### src/hw/afp_pkg.sv
package afp_pkg;
   localparam int RES_DEFAULT = 12;
   localparam int FRAME_BITS = 16;
   localparam int CNT_W = 6;
   // Conversion-end rising edge per resolution
   localparam logic [5:0] CONV_EDGE_12 = 6'h0e;
   localparam logic [5:0] CONV_EDGE_10 = 6'h0b;
   localparam logic [5:0] CONV_EDGE_8 = 6'h09;
   // Falling edge that reloads with the fresh result
   localparam logic [5:0] RELOAD_FALL = 6'h10;
   // Falling edge that marks the long frame
   localparam logic [5:0] MODE32_FALL = 6'h1e;
   localparam int CLK_PERIOD_NS = 50;
   localparam int WAKE_TIME_NS = 1000;
   localparam int WAKE_CYCLES =
      (WAKE_TIME_NS + CLK_PERIOD_NS - 1) / CLK_PERIOD_NS;
   localparam int WAKE_W = 8;
   localparam logic RST_LOW = 1'b0;
   localparam logic RST_HIGH = 1'b1;
   typedef enum logic [1:0] {
      AFP_PWR_ON,
      AFP_PWR_DOWN,
      AFP_PWR_WAKE
   } afp_pwr_e;
endpackage : afp_pkg

### src/hw/afp_frame.sv
`timescale 1ns/1ns
module afp_frame #(
   parameter int RES = afp_pkg::RES_DEFAULT,
   parameter int WAKE_CYC = afp_pkg::WAKE_CYCLES
) (
   input wire logic mclk,
   input wire logic arst_n,
   input wire logic cs_n,
   input wire logic sclk,
   input wire logic power_down_request_pin,
   input wire logic [RES-1:0] adc_code,
   output logic sdo,
   output logic sdo_oe,
   output logic sample_strobe,
   output logic conv_done,
   output logic acquiring,
   output logic powered_down,
   output logic power_ready,
   output logic mode32
);
   import afp_pkg::*;

   localparam logic [CNT_W-1:0] CONV_EDGE =
      (RES == 12) ? CONV_EDGE_12 :
      (RES == 10) ? CONV_EDGE_10 : CONV_EDGE_8;
   localparam logic [WAKE_W-1:0] WAKE_END = WAKE_W'(WAKE_CYC);

   if (!(RES == 12 || RES == 10 || RES == 8)) begin : g_res_chk
      $error("afp_frame: RES must be 8, 10 or 12");
   end
   if (WAKE_CYC < 1 || WAKE_CYC > 255) begin : g_wake_chk
      $error("afp_frame: WAKE_CYC out of range");
   end

   logic cs_s;
   logic sclk_s;
   logic pd_s;

   afp_sync #(.W(3), .INIT(3'h1)) u_sync (
      .mclk(mclk),
      .arst_n(arst_n),
      .d({sclk, power_down_request_pin, cs_n}),
      .q({sclk_s, pd_s, cs_s})
   );

   logic cs_d_r, cs_d_nxt;
   logic sclk_d_r, sclk_d_nxt;
   logic [CNT_W-1:0] fall_cnt_r, fall_cnt_nxt;
   logic [CNT_W-1:0] rise_cnt_r, rise_cnt_nxt;
   logic rise_seen_r, rise_seen_nxt;
   logic mode32_r, mode32_nxt;
   logic zero_next_r, zero_next_nxt;
   logic conv_busy_r, conv_busy_nxt;
   logic [RES-1:0] result_r, result_nxt;
   logic pd_arm_r, pd_arm_nxt;
   afp_pwr_e pwr_r, pwr_nxt;
   logic [WAKE_W-1:0] wake_cnt_r, wake_cnt_nxt;

   logic cs_fall, cs_rise, sclk_rise, sclk_fall;
   logic sh_load, sh_shift;
   logic [FRAME_BITS-1:0] sh_val;
   logic [CNT_W-1:0] fall_inc, rise_inc;

   assign cs_fall = cs_d_r & ~cs_s;
   assign cs_rise = ~cs_d_r & cs_s;
   // Clock edges only count inside a frame
   assign sclk_rise = ~sclk_d_r & sclk_s & ~cs_s & ~cs_d_r;
   assign sclk_fall = sclk_d_r & ~sclk_s & ~cs_s & ~cs_d_r;
   // Counts saturate so an over-long frame cannot wrap
   assign fall_inc = (&fall_cnt_r) ? fall_cnt_r : fall_cnt_r + 1'b1;
   assign rise_inc = (&rise_cnt_r) ? rise_cnt_r : rise_cnt_r + 1'b1;

   always_comb begin
      cs_d_nxt = cs_s;
      sclk_d_nxt = sclk_s;
      fall_cnt_nxt = fall_cnt_r;
      rise_cnt_nxt = rise_cnt_r;
      rise_seen_nxt = rise_seen_r;
      mode32_nxt = mode32_r;
      zero_next_nxt = zero_next_r;
      conv_busy_nxt = conv_busy_r;
      result_nxt = result_r;
      pd_arm_nxt = pd_arm_r;
      pwr_nxt = pwr_r;
      wake_cnt_nxt = wake_cnt_r;
      sh_load = 1'b0;
      sh_shift = 1'b0;
      sh_val = '0;
      conv_done = 1'b0;
      if (cs_fall) begin
         fall_cnt_nxt = '0;
         rise_cnt_nxt = '0;
         rise_seen_nxt = 1'b0;
         mode32_nxt = 1'b0;
         conv_busy_nxt = 1'b1;
         sh_load = 1'b1;
         // Last frame was long: pad with zeros, else old result
         if (!zero_next_r) begin
            sh_val = {result_r, {(FRAME_BITS-RES){1'b0}}};
         end
      end
      if (sclk_rise) begin
         rise_cnt_nxt = rise_inc;
         rise_seen_nxt = 1'b1;
         if (conv_busy_r && rise_inc == CONV_EDGE) begin
            conv_done = 1'b1;
            conv_busy_nxt = 1'b0;
            result_nxt = adc_code;
            if (pd_arm_r) begin
               pwr_nxt = AFP_PWR_DOWN;
            end
         end
      end
      if (sclk_fall) begin
         fall_cnt_nxt = fall_inc;
         if (fall_inc == RELOAD_FALL) begin
            sh_load = 1'b1;
            sh_val = {result_r, {(FRAME_BITS-RES){1'b0}}};
         end else if (rise_seen_r) begin
            sh_shift = 1'b1;
         end
         if (fall_inc == MODE32_FALL) begin
            // Detection is final here; later halt is harmless
            mode32_nxt = 1'b1;
         end
      end
      if (cs_rise) begin
         zero_next_nxt = mode32_r;
         pd_arm_nxt = pd_s;
         // Aborted conversion leaves the old result in place
         conv_busy_nxt = 1'b0;
         if (!pd_s && pwr_r == AFP_PWR_DOWN) begin
            pwr_nxt = AFP_PWR_WAKE;
            wake_cnt_nxt = '0;
         end
      end
      // Power-down entry wins over a wake that ends in the same cycle
      if (pwr_r == AFP_PWR_WAKE && pwr_nxt == AFP_PWR_WAKE) begin
         if (wake_cnt_r == WAKE_END - 1'b1) begin
            pwr_nxt = AFP_PWR_ON;
         end
         wake_cnt_nxt = wake_cnt_r + 1'b1;
      end
   end

   always_ff @(posedge mclk or negedge arst_n) begin
      if (!arst_n) begin
         cs_d_r <= RST_HIGH;
         sclk_d_r <= RST_LOW;
         fall_cnt_r <= '0;
         rise_cnt_r <= '0;
         rise_seen_r <= RST_LOW;
         mode32_r <= RST_LOW;
         zero_next_r <= RST_LOW;
         conv_busy_r <= RST_LOW;
         result_r <= '0;
         pd_arm_r <= RST_LOW;
         pwr_r <= AFP_PWR_ON;
         wake_cnt_r <= '0;
      end else begin
         cs_d_r <= cs_d_nxt;
         sclk_d_r <= sclk_d_nxt;
         fall_cnt_r <= fall_cnt_nxt;
         rise_cnt_r <= rise_cnt_nxt;
         rise_seen_r <= rise_seen_nxt;
         mode32_r <= mode32_nxt;
         zero_next_r <= zero_next_nxt;
         conv_busy_r <= conv_busy_nxt;
         result_r <= result_nxt;
         pd_arm_r <= pd_arm_nxt;
         pwr_r <= pwr_nxt;
         wake_cnt_r <= wake_cnt_nxt;
      end
   end

   afp_shifter #(.W(FRAME_BITS)) u_shift (
      .mclk(mclk),
      .arst_n(arst_n),
      .load(sh_load),
      .load_val(sh_val),
      .shift(sh_shift),
      .sdo(sdo)
   );

   // Enable waits one cycle so the loaded MSB is already out
   assign sdo_oe = ~(cs_s | cs_d_r);
   assign sample_strobe = cs_fall;
   assign acquiring = ~conv_busy_r;
   assign powered_down = (pwr_r == AFP_PWR_DOWN);
   assign power_ready = (pwr_r == AFP_PWR_ON);
   assign mode32 = mode32_r;
endmodule : afp_frame

### src/hw/afp_sync.sv
`timescale 1ns/1ns
module afp_sync #(
   parameter int W = 1,
   parameter logic [W-1:0] INIT = '0
) (
   input wire logic mclk,
   input wire logic arst_n,
   input wire logic [W-1:0] d,
   output logic [W-1:0] q
);
   import afp_pkg::*;
   logic [W-1:0] meta_r;
   logic [W-1:0] meta_nxt;
   logic [W-1:0] q_nxt;

   always_comb begin
      meta_nxt = d;
      q_nxt = meta_r;
   end

   // First stage is read by the second stage only
   for (genvar i = 0; i < W; i++) begin : g_bit
      always_ff @(posedge mclk or negedge arst_n) begin
         if (!arst_n) begin
            meta_r[i] <= INIT[i];
            q[i] <= INIT[i];
         end else begin
            meta_r[i] <= meta_nxt[i];
            q[i] <= q_nxt[i];
         end
      end
   end
endmodule : afp_sync

### src/hw/afp_shifter.sv
`timescale 1ns/1ns
module afp_shifter #(
   parameter int W = afp_pkg::FRAME_BITS
) (
   input wire logic mclk,
   input wire logic arst_n,
   input wire logic load,
   input wire logic [W-1:0] load_val,
   input wire logic shift,
   output logic sdo
);
   import afp_pkg::*;
   logic [W-1:0] word_r;
   logic [W-1:0] word_nxt;

   if (W < 2) begin : g_chk
      $error("afp_shifter: W must be at least 2");
   end

   always_comb begin
      word_nxt = word_r;
      if (load) begin
         word_nxt = load_val;
      end else if (shift) begin
         // Zeros fill in behind the last data bit
         word_nxt = {word_r[W-2:0], 1'b0};
      end
   end

   always_ff @(posedge mclk or negedge arst_n) begin
      if (!arst_n) begin
         word_r <= '0;
      end else begin
         word_r <= word_nxt;
      end
   end

   assign sdo = word_r[W-1];
endmodule : afp_shifter

### config.mk
export PLATFORM = sky130hd
export DESIGN_NAME = afp_frame
export DESIGN_NICKNAME = d
export VERILOG_FILES = /design/src/hw/afp_pkg.sv /design/src/hw/afp_frame.sv /design/src/hw/afp_sync.sv /design/src/hw/afp_shifter.sv
export SDC_FILE = /design/constraint.sdc
export NUM_CORES = 1
export LEC_CHECK = 0
export BUFFER_PORTS_ARGS = -buffer_cell sky130_fd_sc_hd__buf_4
export CORE_ASPECT_RATIO = 0.8
export CORE_MARGIN = 1.5
export CORE_UTILIZATION = 60
export DETAILED_ROUTE_END_ITERATION = 10
export PLACE_DENSITY = 0.8
export SLEW_MARGIN = 20
export SYNTH_ARGS = -nofsm -noshare
export SYNTH_HDL_FRONTEND = slang
export SYNTH_HIERARCHICAL = 1
export SYNTH_SLANG_ARGS = --single-unit
### constraint.sdc
create_clock -name mclk -period 4.15 [get_ports mclk]
set_clock_uncertainty 0.15 [all_clocks]
set_input_delay 0.2075 -clock mclk [delete_from_list [all_inputs] [get_ports mclk]]
set_output_delay 0.2075 -clock mclk [all_outputs]
set_load 0.02 [all_outputs]
==> impl_metrics.py <==
metrics = {
    "run_status": {
        "status": "completed",
    },
    "detailed_routing": {
        "ant_nets": 0,
        "routed_wl_um": 6362,
        "wl_per_cell_um": 15.91,
        "via_per_inst": 5.840,
        "drt_pre_antenna_iters": 5,
        "vias": 2336,
        "dr.first_iter.drc_count": 185,
        "drc": 0,
    },
    "logic_synthesis": {
        "postSynthAreaPerCell_um2": 10.75,
        "synth_top_cell_by_area": "dfrtp_1",
        "synthAdderAreaFrac": 0.02295,
        "synthMuxAreaShare": 0.1068,
        "synth.yosys.seq_area_share": 0.4998,
        "synthCells": 294,
        "yosys.area_share.simple": 0.1967,
        "synth_area_um2": 3162,
        "synth_top_family_by_area": "simple AND/OR/NAND/NOR gates",
        "yosysTopAreaCellShare": 0.4749,
        "ys_async_sr_fraction": 1.000,
        "ys_seq_elements": 63,
        "synth_area_leaders": "dfrtp_1 (47%), mux2i_1 (5.7%), nand2_1 (3.6%), nor2b_1 (3.4%), mux2_1 (3.2%)",
        "ys_warn_count": 6,
        "dominantRegCellSynth": "dfrtp_1",
        "synth_xor_area_frac": 0.01108,
        "synth.distinct_cells": 53,
        "synth_edf_count": 0,
        "synth_compound_gate_area_share": 0.1235,
    },
    "die": {
        "die_x_um": 84.16,
        "core_area_um2": 5036,
        "die_area_um2": 5717,
        "io_pins": 25,
        "num_rows": 23,
        "die_h_um": 67.93,
        "start_util": 0.6278,
    },
    "sta": {
        "setup_viol": 0,
        "fin_crit_sh": 0.6660,
        "tightestPinTransition_ps": 1084,
        "slew_headroom": 0.2776,
        "setup_slack_ps": 1386,
        "rsz0062_at_grt": "false",
        "fin_tns_setup_ps": 0,
        "fmax_ghz": 0.3618,
        "hold_violations": 0,
        "slew_viol_final": 0,
        "timing.hold.ws_ps": 202.9,
        "period_needed_ps": 2764,
    },
    "pwr": {
        "peakVddDrop_mv": 0.2904,
        "power_leakage_uw": 0.001640,
        "power_density_nw_per_um2": 337.9,
    },
    "worst_setup_path": {
        "worstPathRequired_ps": 4180,
        "cp.arrival_ps": 2790,
        "crit_buf_inv": 0,
        "end_kind": "flip-flop",
        "critPathMaxStageDelay_ps": 810,
        "path_delay_family": "compound AO/OA/AOI/OAI gates",
        "crit_fanout": 16,
        "crit_slowest_cell": "a21oi_2",
        "path_class": "flip-flop to flip-flop",
        "worst_setup_path_start_kind": "flip-flop",
        "crit_chain": "nor4b_1 > nand2_1 > a21oi_2 > mux2i_1 > o21ai_0",
    },
    "clock_tree": {
        "cts.clk_slew.worst_paths_ps": 80,
        "cts_inserted_buffers": 9,
        "cts-resized-gates": 0,
        "cts_root_buffer": "clkbuf_8",
        "cts_htree_levels": 3,
        "cts_tree": "yes",
        "ctsHoldBuffers": 16,
        "postCtsSetupBuffers": 0,
        "clk_latency_ps": 350,
        "cts.sinks": 63,
        "clockBufferDepth": 2,
    },
    "layout": {
        "instances_no_fill": 400,
        "antenna_cells": 0,
        "nFillCells": 337,
        "regArea_um2": 1580,
        "multi_input_area_um2": 1476,
        "drive_gt1_frac": 0.1746,
        "area_delta_synth_final_pct": 16.86,
        "layout.nets": 355,
        "final_util": 0.7337,
    },
    "global_route": {
        "grt_pass1_wl_um": 10410,
        "grt_max_degree": 64,
        "grt_pass1_vias": 2165,
        "grt-ovfl-total": 0,
        "track_usage": 0.2400,
        "grt_antenna_before_repair": 0,
    },
    "placement": {
        "gp_congestion": 0.8284,
        "dp.cells": 368,
        "preCtsSetupSlack_ps": 1487,
        "dp_hpwl_um": 4017,
        "numPortBuffers": 24,
    },
    "worst_hold_path": {
        "hold_path_class": "flip-flop to flip-flop",
    },
    "run": {
        "drv_cap": 0,
    },
}
==> state kept, by name, summed over array words and instances (netlist names) <==
register	count
sclk_d_r	1
pwr_r	2
zero_next_r	1
u_sync/meta_r	3
u_sync/q	3
mode32	1
wake_cnt_r	8
pd_arm_r	1
rise_cnt_r	6
conv_busy_r	1
result_r	12
rise_seen_r	1
cs_d_r	1
u_shift/word_r	16
fall_cnt_r	6
==> Yosys cell counts, drive strengths merged, types with 2 or more instances <==
master / count
nor2b: 17
a21o: 2
a311o: 6
o41ai: 2
nand3: 16
nand4: 3
nand2: 30
a311oi: 3
or2b: 2
nor4: 5
inv: 6
nand2b: 3
o21ai: 23
dfrtp: 60
mux2: 14
ha: 5
a31oi: 4
or2: 3
clkbuf: 6
nor4b: 2
nand3b: 2
o211ai: 2
nor3: 3
buf: 9
and3: 12
mux2i: 18
dfstp: 3
a21oi: 6
o21a: 2
a211oi: 3
nor2: 8
xor2: 3
==> metrics by stage <==
stage | power (uW) | cell area (um2)
6_report | 1249 | 3695
5_1_grt | 1291 | 3695
4_1_cts | 1259 | 3695
3_5_place_dp | 724.5 | 3337
3_3_place_gp | 720.6 | 3337
2_1_floorplan | 688.1 | 3173
==> report_power, final <==
part           switching, uW  internal (uW)  leakage, uW
logic                   43.0           36.2     0.000708
registers               14.7            631     0.000845
clock network            247            276    0.0000875
total                    305            944      0.00164
==> final timing paths <==
path | startpoint | end | slack (ps) | cells past startpoint
max reg2reg | cs_d_r$_DFF_PN1_ | u_shift/word_r[3]$_DFFE_PN0P_ | 1390 | 5
min in group asynchronous | arst_n | rise_cnt_r[5]$_DFFE_PN0P_ | 320 | 2
min | u_sync/meta_r[2]$_DFF_PN0_ | u_sync/q[2]$_DFF_PN0_ | 200 | 0
max in group asynchronous | arst_n | fall_cnt_r[1]$_DFFE_PN0P_ | 3020 | 2
max | cs_d_r$_DFF_PN1_ | u_shift/word_r[3]$_DFFE_PN0P_ | 1390 | 5
min reg2reg | u_sync/meta_r[2]$_DFF_PN0_ | u_sync/q[2]$_DFF_PN0_ | 200 | 0
==> logic make-up after synthesis <==
| kind of cell | after synthesis |
|---|---|
| mux | 32 |
| other cells | 1 |
| buf+inv | 21 |
| flops | 63 |
| fa+ha+maj | 6 |
| compound gates | 55 |
| xor+xnor | 4 |
| simple gates | 112 |
==> final cells by class <==
type | count | share of cell area
clock buffers | 9 | 0.03353
clock inverters | 7 | 0.01998
inverters | 6 | 0.006096
multi-input cells | 213 | 0.3996
flip-flops and latches | 63 | 0.4277
well taps | 62 | 0.02100
repair buffers | 40 | 0.09211
==> layer usage <==
metal | wire [um] | up-vias | part of all wire | track usage
li1 | - | 1134 | - | -
met1 | 2925 | 1122 | 0.46 | 0.3212
met2 | 2996 | 71 | 0.47 | 0.3760
met3 | 363 | 9 | 0.057 | 0.08203
met4 | 78 | 0 | 0.012 | 0.07377
met5 | 0 | - | 0 | 0
==> cell usage in the layout (no fill, tap or decap), types with 4 or more instances in the layout <==
cell type and n:
dfrtp_1 60, nand2_1 30, buf_4 24, mux2i_1 18
nor2b_1 17, nand3_1 16, dlygate4sd3_1 16, o21ai_0 14
and3_1 12, mux2_1 9, clkbuf_8 9, o21ai_1 9
nor2_1 8, inv_1 6, a311o_1 6, nor4_1 5
mux2_2 5, ha_1 5, a31oi_1 4, clkinvlp_4 4
conb_1 4
No activity file was read; power rests on OpenSTA's default activity.
